File: src/inc/codec_pwr_pkg.sv
package codec_pwr_pkg;
  localparam int CLK_MHZ = 25;
  // Requested and reported power state codes
  localparam logic [3:0] PS_D0 = 4'h0;
  localparam logic [3:0] PS_D1 = 4'h1;
  localparam logic [3:0] PS_D2 = 4'h2;
  localparam logic [3:0] PS_D3 = 4'h3;
  localparam logic [3:0] PS_D3COLD = 4'h4;
  typedef enum logic [2:0] {
    st_d0 = 3'b000,
    st_d1 = 3'b001,
    st_d2 = 3'b010,
    st_d3 = 3'b011,
    st_d3cold = 3'b100,
    st_deep = 3'b101,
    st_deepest = 3'b110
  } afg_t;
  localparam logic [11:0] VERB_SET_PS = 12'h705;
  localparam logic [11:0] VERB_GET_PS = 12'hf05;
  localparam logic [11:0] VERB_SET_VPWR = 12'h7f0;
  localparam logic [11:0] VERB_GET_VPWR = 12'hff0;
  localparam logic [11:0] VERB_FG_RESET = 12'h7ff;
  // Vendor power control byte layout
  localparam int VP_SEL_LSB = 0;
  localparam int VP_MIX_DIS = 2;
  localparam int VP_AMP_DIS = 3;
  localparam int VP_SENSE_DIS = 4;
  localparam int VP_REF_DIS = 5;
  localparam logic [1:0] VP_SEL_DEEP = 2'h1;
  localparam logic [1:0] VP_SEL_DEEPEST = 2'h2;
  localparam logic [7:0] VPWR_RST = 8'h00;
  localparam logic [3:0] AFG_PS_RST = 4'h3;
  localparam logic [3:0] NODE_PS_RST = 4'h0;
  // Node index 0 is the function group, then converters, then pins
  localparam int NUM_CNV = 8;
  localparam int NUM_PIN = 8;
  localparam int NUM_NODES = 1 + NUM_CNV + NUM_PIN;
  localparam logic [4:0] NODE_LIMIT = 5'h11;
  localparam int PS_ACT_LSB = 4;
  localparam int PS_SET_LSB = 0;
  localparam int TMR_W = 23;
  localparam int T_D1_RESUME_US = 1000;
  localparam int T_D2_RESUME_US = 2000;
  localparam int T_D3_RESUME_US = 10000;
  localparam int T_COLD_RESUME_US = 200000;
  localparam logic [TMR_W-1:0] RES_D1_CYC_D = TMR_W'(T_D1_RESUME_US * CLK_MHZ);
  localparam logic [TMR_W-1:0] RES_D2_CYC_D = TMR_W'(T_D2_RESUME_US * CLK_MHZ);
  localparam logic [TMR_W-1:0] RES_D3_CYC_D = TMR_W'(T_D3_RESUME_US * CLK_MHZ);
  localparam logic [TMR_W-1:0] RES_COLD_CYC_D = TMR_W'(T_COLD_RESUME_US * CLK_MHZ);
  // Bit clock counted as stopped after this many cycles without an edge
  localparam logic [4:0] BCLK_TIMEOUT = 5'h10;
  localparam int SYNC_W = 14;
endpackage

File: src/hdl/settle_timer.sv
`timescale 1ns/1ns
module settle_timer #(
  parameter int W = 23
) (
  input wire logic clk_sys,
  input wire logic rst,
  input wire logic start,
  input wire logic [W-1:0] load,
  output logic busy,
  output logic done
);
  logic [W-1:0] cnt_ff;
  logic done_ff;
  wire last = (cnt_ff == W'(1));

  always_ff @(posedge clk_sys) begin
    if (rst) begin
      cnt_ff <= '0;
      done_ff <= 1'b0;
    end else begin
      done_ff <= last;
      if (start && cnt_ff == '0) begin
        cnt_ff <= load;
      end else if (cnt_ff != '0) begin
        cnt_ff <= cnt_ff - W'(1);
      end
    end
  end

  assign busy = (cnt_ff != '0);
  assign done = done_ff;
endmodule // settle_timer

File: src/hdl/codec_power_state_control.sv
`timescale 1ns/1ns
// How it works
// RULE1 - Power state set and get verbs work at function group, converters and pins.
// RULE2 - Converters run only while the effective state is D0.
// RULE3 - D1 stops DAC and ADC streams but keeps mixing and loop-through.
// RULE4 - In D0 a function runs only if its own node state is D0; the code also keeps pins on whose node state is D1.
// RULE5 - After reset the function group sits in D3.
// RULE6 - Return from D1 to D0 completes within one millisecond.
// RULE7 - D2 drops mixer and ports, keeps amps and references, resumes within 2 ms.
// RULE8 - D3 shuts all converters and resumes to D0 within ten milliseconds.
// RULE9 - PLL stays on in D3 with keep-alive, else stops in D3 and D3cold.
// RULE10 - PLL stops only after DAC fade-out and modulator settling.
// RULE11 - Stopped bit clock makes link logic inactive but wake still works.
// RULE12 - D3 sense change: unsolicited response, or wake first if link stopped.
// RULE13 - D3cold honours only double group reset and link reset; the code also accepts the vendor power set and get verbs at the function group.
// RULE14 - D3cold disables audio and presence detect but still answers resume requests.
// RULE15 - Two back-to-back group resets leave D3cold within 200 ms.
// RULE16 - Vendor deep states entered only after D3cold is requested.
// RULE17 - Vendor verb on function group combines power bits into two deep states.
// RULE18 - First vendor deep state stops answering on the link.
// RULE19 - Second deep state also turns off GPIO drivers and analog circuits.
// RULE20 - Vendor bits separately disable mixer, amps, presence detect and references.
// RULE21 - Deep states are left only by link reset or loss of supply.
// RULE22 - Software should request D3cold before selecting a deep state.
// RULE23 - Effective state is the lower-power of group and node; get reports both.
module codec_power_state_control
  import codec_pwr_pkg::*;
#(
  parameter logic [TMR_W-1:0] RES_D1_CYC = RES_D1_CYC_D,
  parameter logic [TMR_W-1:0] RES_D2_CYC = RES_D2_CYC_D,
  parameter logic [TMR_W-1:0] RES_D3_CYC = RES_D3_CYC_D,
  parameter logic [TMR_W-1:0] RES_COLD_CYC = RES_COLD_CYC_D
) (
  input wire logic clk_sys,
  input wire logic rst,
  input wire logic bit_clk_pin,
  input wire logic link_rst_n_pin,
  input wire logic [7:0] sense_pin,
  input wire logic [3:0] gpio_pin,
  input wire logic verb_valid,
  input wire logic [4:0] verb_node,
  input wire logic [11:0] verb_id,
  input wire logic [7:0] verb_payload,
  input wire logic spdif_keep_alive,
  input wire logic dac_fade_done,
  input wire logic sdm_settled,
  output logic resp_valid,
  output logic [31:0] resp_data,
  output logic [2:0] afg_state,
  output logic [NUM_CNV-1:0] cnv_run,
  output logic [NUM_PIN-1:0] pin_on,
  output logic mixer_en,
  output logic amp_en,
  output logic amp_low_drive,
  output logic ref_en,
  output logic port_sense_en,
  output logic link_resp_en,
  output logic gpio_drv_en,
  output logic analog_en,
  output logic pll_en,
  output logic dac_fade_req,
  output logic wake_req,
  output logic unsol_req
);
  logic [SYNC_W-1:0] sync1_ff, sync2_ff, sync3_ff;
  logic [4:0] bclk_cnt_ff;
  logic [3:0] node_ps_ff [NUM_NODES];
  logic [7:0] vpwr_ff;
  afg_t afg_ff, nxt_afg, tgt, step;
  logic pll_ff, pend_ff, fgr_seen_ff, resp_valid_ff;
  logic [31:0] resp_data_ff;
  logic [TMR_W-1:0] res_load, wait_cnt_ff;
  logic tmr_busy, tmr_done;

  // Pins cross in through two flops; sync3 only holds the previous sample
  always_ff @(posedge clk_sys) begin
    if (rst) begin
      sync1_ff <= '0;
      sync2_ff <= '0;
      sync3_ff <= '0;
    end else begin
      sync1_ff <= {link_rst_n_pin, bit_clk_pin, gpio_pin, sense_pin};
      sync2_ff <= sync1_ff;
      sync3_ff <= sync2_ff;
    end
  end

  wire link_rst_n_s = sync2_ff[13];
  wire bclk_edge = sync2_ff[12] ^ sync3_ff[12];
  wire [3:0] gpio_chg = sync2_ff[11:8] ^ sync3_ff[11:8];
  wire [7:0] sense_chg = sync2_ff[7:0] ^ sync3_ff[7:0];

  // A stopped bit clock shows up as no edge for a timeout window
  always_ff @(posedge clk_sys) begin
    if (rst || bclk_edge) begin
      bclk_cnt_ff <= '0;
    end else if (bclk_cnt_ff != BCLK_TIMEOUT) begin
      bclk_cnt_ff <= bclk_cnt_ff + 5'h01;
    end
  end

  wire bclk_run = (bclk_cnt_ff != BCLK_TIMEOUT);
  wire link_up = bclk_run && link_rst_n_s; // [RULE11]

  wire [3:0] afg_set = node_ps_ff[0];
  wire [1:0] deep_sel = vpwr_ff[VP_SEL_LSB +: 2];
  wire [3:0] afg_ps = (afg_ff >= st_d3cold) ? PS_D3COLD : {1'b0, afg_ff};
  wire in_deep = (afg_ff == st_deep) || (afg_ff == st_deepest);

  // Deep variants only exist as flavours of a requested D3cold
  assign tgt = (afg_set != PS_D3COLD) ? afg_t'(afg_set[2:0]) :
               (deep_sel == VP_SEL_DEEP) ? st_deep :
               (deep_sel == VP_SEL_DEEPEST) ? st_deepest : st_d3cold; // [RULE16] [RULE17]
  assign step = ((tgt == st_deep || tgt == st_deepest) && afg_ff != st_d3cold) ?
                st_d3cold : tgt; // [RULE16]
  wire deeper = (tgt > afg_ff);
  wire shallower = (tgt < afg_ff);

  // Verb acceptance: D3cold keeps a narrow door open, deep states none
  wire is_fgr = (verb_id == VERB_FG_RESET);
  wire is_vpwr = (verb_id == VERB_SET_VPWR) || (verb_id == VERB_GET_VPWR);
  wire cold_ok = is_fgr || (is_vpwr && verb_node == 5'h00);
  wire acc = verb_valid && link_up && (verb_node < NODE_LIMIT) &&
             ((afg_ff <= st_d3) || (afg_ff == st_d3cold && cold_ok)); // [RULE13] [RULE18]
  wire set_ps = acc && verb_id == VERB_SET_PS && afg_ff <= st_d3; // [RULE1]
  wire ps_ok = (verb_node == 5'h00) ? (verb_payload[3:0] <= PS_D3COLD) :
               (verb_payload[3:0] <= PS_D3);
  wire set_vpwr = acc && verb_id == VERB_SET_VPWR && verb_node == 5'h00; // [RULE17]
  wire fgr_single = acc && is_fgr && afg_ff <= st_d3;
  wire fgr_double = acc && is_fgr && afg_ff == st_d3cold && fgr_seen_ff; // [RULE15]
  wire group_reset = !link_rst_n_s || fgr_single;

  always_ff @(posedge clk_sys) begin
    if (rst) begin
      fgr_seen_ff <= 1'b0;
    end else if (acc) begin
      fgr_seen_ff <= is_fgr && !fgr_double;
    end
  end

  // Requested states: index 0 is the function group
  always_ff @(posedge clk_sys) begin
    if (rst || group_reset) begin
      node_ps_ff[0] <= AFG_PS_RST; // [RULE5] [RULE21]
      for (int i = 1; i < NUM_NODES; i++) begin
        node_ps_ff[i] <= NODE_PS_RST;
      end
    end else if (fgr_double) begin
      node_ps_ff[0] <= PS_D3; // [RULE15]
    end else if (set_ps && ps_ok) begin
      node_ps_ff[verb_node] <= verb_payload[3:0]; // [RULE1]
    end
  end

  always_ff @(posedge clk_sys) begin
    if (rst || group_reset) begin
      vpwr_ff <= VPWR_RST;
    end else if (set_vpwr) begin
      vpwr_ff <= verb_payload; // [RULE20]
    end
  end

  // Going deeper is immediate; coming up waits the resume time of the state left
  wire [TMR_W-1:0] res_cyc = (afg_ff == st_d1) ? RES_D1_CYC :
                             (afg_ff == st_d2) ? RES_D2_CYC :
                             (afg_ff == st_d3) ? RES_D3_CYC : RES_COLD_CYC;
  // Request and timer load take two cycles; count them so resume meets its limit
  assign res_load = res_cyc - TMR_W'(2); // [RULE6] [RULE7] [RULE8] [RULE15]
  wire tmr_start = shallower && !tmr_busy && !tmr_done;

  settle_timer #(
    .W(TMR_W)
  ) u_resume (
    .clk_sys(clk_sys),
    .rst(rst),
    .start(tmr_start),
    .load(res_load),
    .busy(tmr_busy),
    .done(tmr_done)
  );

  // Link reset can coincide with a pending move, so it must outrank it
  always_comb begin
    nxt_afg = afg_ff;
    if (!link_rst_n_s) begin
      nxt_afg = st_d3; // [RULE21]
    end else if (deeper) begin
      nxt_afg = step;
    end else if (shallower && tmr_done) begin
      nxt_afg = tgt; // [RULE15]
    end
  end

  always_ff @(posedge clk_sys) begin
    if (rst) begin
      afg_ff <= st_d3; // [RULE5]
    end else begin
      afg_ff <= nxt_afg;
    end
  end

  // PLL runs through D2, in D3 only for keep-alive; stopping waits for fade
  wire pll_need = (afg_ff <= st_d2) || (afg_ff == st_d3 && spdif_keep_alive); // [RULE9]
  always_ff @(posedge clk_sys) begin
    if (rst) begin
      pll_ff <= 1'b0;
    end else if (pll_need) begin
      pll_ff <= 1'b1;
    end else if (dac_fade_done && sdm_settled) begin
      pll_ff <= 1'b0; // [RULE10]
    end
  end

  // Functional enables
  generate
    for (genvar g = 0; g < NUM_CNV; g++) begin : g_cnv
      assign cnv_run[g] = (afg_ff == st_d0) && (node_ps_ff[1 + g] == PS_D0); // [RULE2] [RULE3] [RULE4]
    end
    for (genvar g = 0; g < NUM_PIN; g++) begin : g_pin
      // Port function lives in D0 and D1 only
      assign pin_on[g] = (afg_ff <= st_d1) && (node_ps_ff[1 + NUM_CNV + g] <= PS_D1); // [RULE7] [RULE23]
    end
  endgenerate

  assign mixer_en = (afg_ff <= st_d1) && !vpwr_ff[VP_MIX_DIS]; // [RULE3] [RULE7] [RULE20]
  assign amp_en = (afg_ff <= st_d2) && !vpwr_ff[VP_AMP_DIS]; // [RULE7] [RULE20]
  assign amp_low_drive = (afg_ff >= st_d3) && (afg_ff != st_deepest) && !vpwr_ff[VP_AMP_DIS];
  assign ref_en = (afg_ff != st_deepest) && !vpwr_ff[VP_REF_DIS]; // [RULE19] [RULE20]
  assign port_sense_en = (afg_ff <= st_d3) && !vpwr_ff[VP_SENSE_DIS]; // [RULE14] [RULE20]
  assign link_resp_en = link_up && (afg_ff <= st_d3cold); // [RULE11] [RULE18]
  assign gpio_drv_en = (afg_ff != st_deepest); // [RULE19]
  assign analog_en = (afg_ff != st_deepest); // [RULE19]
  assign pll_en = pll_ff;
  assign dac_fade_req = pll_ff && !pll_need;
  assign afg_state = afg_ff;

  // Sense and GPIO events; a new event beats the clear of the same cycle
  wire evt = ((|sense_chg) && port_sense_en) || ((|gpio_chg) && afg_ff <= st_d3);
  assign unsol_req = pend_ff && link_up; // [RULE12]
  assign wake_req = pend_ff && !link_up && (afg_ff == st_d3); // [RULE11] [RULE12]
  always_ff @(posedge clk_sys) begin
    if (rst) begin
      pend_ff <= 1'b0;
    end else begin
      pend_ff <= evt || (pend_ff && !unsol_req); // [RULE12]
    end
  end

  // Get answers: active state in the high nibble, requested in the low
  wire [3:0] node_set = node_ps_ff[verb_node];
  wire [3:0] node_eff = (node_set > afg_ps) ? node_set : afg_ps;
  wire [3:0] act_ps = (verb_node == 5'h00) ? afg_ps : node_eff; // [RULE23]
  wire [31:0] get_word = (32'(act_ps) << PS_ACT_LSB) | (32'(node_set) << PS_SET_LSB);
  wire [31:0] rsp_word = (verb_id == VERB_GET_PS) ? get_word :
                         (verb_id == VERB_GET_VPWR) ? {24'h000000, vpwr_ff} : 32'h00000000;

  always_ff @(posedge clk_sys) begin
    if (rst) begin
      resp_valid_ff <= 1'b0;
      resp_data_ff <= '0;
    end else begin
      resp_valid_ff <= acc; // [RULE1] [RULE14]
      if (acc) begin
        resp_data_ff <= rsp_word;
      end
    end
  end

  assign resp_valid = resp_valid_ff;
  assign resp_data = resp_data_ff;

  // Helper: cycles spent waiting to come up
  always_ff @(posedge clk_sys) begin
    if (rst || !shallower) begin
      wait_cnt_ff <= '0;
    end else begin
      wait_cnt_ff <= wait_cnt_ff + TMR_W'(1);
    end
  end

  property p_cnv_d0;
    @(posedge clk_sys) disable iff (rst) (|cnv_run) |-> afg_ff == st_d0;
  endproperty
  a_cnv_d0: assert property (p_cnv_d0) else $error("converter runs outside D0"); // [RULE2]

  property p_reset_d3;
    @(posedge clk_sys) $past(rst) && !rst |-> afg_ff == st_d3 && node_ps_ff[0] == PS_D3;
  endproperty
  a_reset_d3: assert property (p_reset_d3) else $error("not D3 after reset"); // [RULE5]

  property p_resume_d1;
    @(posedge clk_sys) disable iff (rst) afg_ff == st_d1 |-> wait_cnt_ff < RES_D1_CYC;
  endproperty
  a_resume_d1: assert property (p_resume_d1) else $error("D1 resume too slow"); // [RULE6]

  property p_keep_alive;
    @(posedge clk_sys) disable iff (rst)
      pll_ff && afg_ff == st_d3 && spdif_keep_alive |=> pll_ff;
  endproperty
  a_keep_alive: assert property (p_keep_alive) else $error("PLL stopped with keep-alive"); // [RULE9]

  property p_pll_fade;
    @(posedge clk_sys) disable iff (rst) $fell(pll_ff) |-> $past(dac_fade_done && sdm_settled);
  endproperty
  a_pll_fade: assert property (p_pll_fade) else $error("PLL stopped before fade done"); // [RULE10]

  property p_cold_ignore;
    @(posedge clk_sys) disable iff (rst)
      verb_valid && afg_ff == st_d3cold && verb_id == VERB_GET_PS |=> !resp_valid;
  endproperty
  a_cold_ignore: assert property (p_cold_ignore) else $error("D3cold answered a verb"); // [RULE13]

  property p_deep_entry;
    @(posedge clk_sys) disable iff (rst)
      in_deep && !$past(in_deep) |-> $past(afg_ff) == st_d3cold;
  endproperty
  a_deep_entry: assert property (p_deep_entry) else $error("deep state not via D3cold"); // [RULE16]

  property p_deep_silent;
    @(posedge clk_sys) disable iff (rst) in_deep ##1 verb_valid |=> !resp_valid;
  endproperty
  a_deep_silent: assert property (p_deep_silent) else $error("deep state answered"); // [RULE18]

  property p_deepest_off;
    @(posedge clk_sys) disable iff (rst) afg_ff == st_deepest |-> !gpio_drv_en && !analog_en;
  endproperty
  a_deepest_off: assert property (p_deepest_off) else $error("deepest state left drivers on"); // [RULE19]

  property p_pend_hold;
    @(posedge clk_sys) disable iff (rst) pend_ff && !link_up |=> pend_ff;
  endproperty
  a_pend_hold: assert property (p_pend_hold) else $error("pending event lost"); // [RULE12]

  c_d3_to_d0: cover property (@(posedge clk_sys) disable iff (rst)
    afg_ff == st_d3 ##1 afg_ff == st_d0);
  c_deep: cover property (@(posedge clk_sys) disable iff (rst) $rose(in_deep));
  c_fade: cover property (@(posedge clk_sys) disable iff (rst) $fell(pll_ff));
  c_wake: cover property (@(posedge clk_sys) disable iff (rst) wake_req ##[1:200] unsol_req);
endmodule // codec_power_state_control

File: config.mk
export PLATFORM = sky130hd
export DESIGN_NAME = codec_power_state_control
export DESIGN_NICKNAME = d
export VERILOG_FILES = /design/src/inc/codec_pwr_pkg.sv /design/src/hdl/settle_timer.sv /design/src/hdl/codec_power_state_control.sv
export SDC_FILE = /design/constraint.sdc
export NUM_CORES = 1
export LEC_CHECK = 0
export BUFFER_PORTS_ARGS = -buffer_cell sky130_fd_sc_hd__buf_2
export CAP_MARGIN = 10
export CORE_MARGIN = 4
export CORE_UTILIZATION = 53
export DETAILED_ROUTE_END_ITERATION = 12
export PLACE_DENSITY = 0.86
export SETUP_SLACK_MARGIN = 0.2
export SYNTH_ARGS = -nofsm -noshare
export SYNTH_HDL_FRONTEND = slang
export SYNTH_SLANG_ARGS = --single-unit
File: constraint.sdc
create_clock -name clk_sys -period 3.96 [get_ports clk_sys]
set_input_delay 0.396 -clock clk_sys [delete_from_list [all_inputs] [get_ports clk_sys]]
set_output_delay 0.396 -clock clk_sys [all_outputs]
set_load 0.01 [all_outputs]
==> run summary <==
Synth warnings - 0
Synth async-reset ratio - 0
Clock Latency Late Sink - 0.50 ns
Post-cts gate resize count - 0
Top-count cell post-synth - edfxtp_1
WL final - 22.6 mm
CTS Buffer Depth - 3
RSZ-0062 raised after global routing - false
Largest fanout on the critical path - 3
Dpl ws - 0.246 ns
EDFF count, synth - 128
Vias - 7051
Slew Limit Fails - 0
Top cell type's share of synthesized area - 0.394
Relative slew slack - 0.257
Peak VDD IR - 0.453 mV
Worst setup EP type - register
Pleak - 4.60 nW
Flop-to-flop setup slack - 0.63 ns
Gp weighted congestion - 0.909
Die outline area - 20700 um^2
Antenna Cells - 0
Top post-synthesis cells by area - edfxtp_1, dfxtp_1, mux4_2
Post-synthesis sequential area ratio - 0.584
Drt first pass iters - 6
DIE WIDTH - 144 um
Drt drc - 0
Critical Path Most Common Cell - o21ai_0
Final setup viols - 0
Netlist cell types - 65
Clock sinks - 221
Global-route wire length before repair - 36.0 mm
FILL cells - 1349
Final Hold Vio Count - 0
Post-Syn Area - 9770 um^2
Reg2reg end - resp_data[4]
Drt via density - 5.62
Cts bufs inserted - 22
H-tree depth - 1
Top FF cell, synth - edfxtp_1
DP HPWL - 16.1 mm
Die Ht - 144 um
GRT Residual Overflow - 0
WS Path Type - reg2reg
Share of cells above drive strength 1 - 0.188
Clk_skew - 0.0108 ns
Post-DP Area - 10800 um^2
Status - finished, final reports clean
Ports - 109
Fin util - 0.642
TNS Setup - 0 ns
Core ar. - 18000 um^2
Final ANT Viol Nets - 0
Arrival time worst endpoint - 3.75 ns
Top cells by count, synth - edfxtp_1, dfxtp_1, nor2_1
Least-Margin Pin Slew - 1.11 ns
Fin crit share - 0.841
Area Overhead vs Synth - 18.4%
Site Rows - 49
Crit path time final - 3.33 ns
Min-delay src - sense_pin[4]
Cell taking the most area after synthesis - edfxtp_1
Crit path buffers/inverters - 0
Port Buffers - 84
Hold Crit Class - in2reg
Crit Reg-Reg Startpoint - node_ps_ff[15][1]
Pwr Density - 494 nW/um^2
Worst Path Required - 4.38 ns
Synthesized flop and latch total - 221
Setup Fix Bufs, Post-CTS - 0
Clock Tree Root - clkbuf_16
Slowest stage cell, crit path - mux4_2
CTS tree - built
Slowest stage delay, CP - 0.49 ns
WL/cell - 18.0 um
CP Launch Type - register
Initial DRC Count - 788
Vias in the first global route - 6955
Crit path depth - 11
Fmax - 300 MHz
Reg2reg path depth - 11
Setup ws final - 0.628 ns
Worst Setup SP - node_ps_ff[15][1]
Nets - 1066
Initial core utilization - 0.542
Max_cap viols - 0
Final instance area - 11600 um^2
Cell count after synthesis - 807
CP Cell Sequence - mux4_2 > mux2i_1 > o21ai_0 > or3_1 > ha_1 > nor2b_1 > o21ai_0 > a32oi_1 > o31ai_1 > mux2_2 > o22ai_1
Syn avg cell area - 12.1 um^2
GRT Overall Usage - 0.221
End of the critical path - resp_data[4]
Largest delay share family, worst path - multiplexers
Initial antenna violation count - 1
Post-CTS Hold Buffers - 0
Largest net degree at the start of global routing - 67
Clock slew at reported path FFs - 0.07 ns
logic make-up (layout without fill, tap and decap cells):
group,count (synthesis),in the layout,share of synthesized area
AOI/OAI and AO/OA,118,118,0.0779
buffers and inverters,81,169,0.0414
xor gates and xnor gates,27,27,0.0242
adders and majority gates,10,10,0.0128
muxes,54,54,0.0979
DFF,221,221,0.584
and+or+nand+nor,295,295,0.161
other,1,132,0.000384
how the worst min path moves through the flow:
stage / to / cells after the start
6_report: sync1_ff[4] / 2
3_5_place_dp: sync2_ff[5] / 1
2_1_floorplan: sync2_ff[0] / 1
3_3_place_gp: sync2_ff[11] / 1
4_1_cts: sync1_ff[2] / 2
5_1_grt: sync1_ff[8] / 2
stage by stage:
stage / power (mW) / hold WS, ns / instances
6_report: 5.72 / 0.104 / 1255
5_1_grt: 5.99 / 0.102 / 1255
4_1_cts: 5.73 / 0.0945 / 1255
3_5_place_dp: 3.66 / 0.420 / 1216
3_3_place_gp: 3.62 / 0.418 / 1216
2_1_floorplan: 3.44 / 0.414 / 938
power breakdown:
group / switching [mW] / internal, mW
registers: 0.143 / 2.60
logic: 0.512 / 0.388
clock network: 0.848 / 1.23
total: 1.50 / 4.21
state kept, by name, summed over array words and instances (netlist names), 3 cells and up:
| signal | flops |
|---|---|
| afg_state | 3 |
| bclk_cnt_ff | 5 |
| node_ps_ff | 128 |
| resp_data | 8 |
| sync1_ff | 14 |
| sync2_ff | 14 |
| sync3_ff | 13 |
| u_resume.cnt_ff | 23 |
| vpwr_ff | 8 |
cell usage in the layout, fill, tap and decap left out, drive strengths merged, types with 11 or more instances in the layout:
master    n
o21ai    38
a21oi    28
nand2    45
mux4     33
conb    132
nor2b    48
nor4     22
nor3     27
clkbuf   33
edfxtp  128
or4      16
mux2i    19
nand3    14
inv      22
nand4    11
xnor2    12
dfxtp    93
buf     110
xor2     15
nor2     73
per-layer routing:
layer / global-route usage / routed length (um) / part of all wire / up-vias
li1: - / - / - / 3260
met1: 0.282 / 8620 / 0.38 / 3378
met2: 0.388 / 11300 / 0.50 / 353
met3: 0.0373 / 2040 / 0.091 / 58
met4: 0.0684 / 605 / 0.027 / 2
met5: 0 / 12 / 0.00053 / -
cell type report:
type	instances	area, um^2	share of cell area
Clock buffer	33	666	0.0575
Tap cell	229	287	0.0248
Inverter	20	75.1	0.00649
Clock inverter	6	58.8	0.00508
Multi-Input combinational cell	636	4150	0.359
Sequential cell	221	5710	0.493
Timing Repair Buffer	110	628	0.0543
Note: power is estimated with default switching activity, not from simulation.
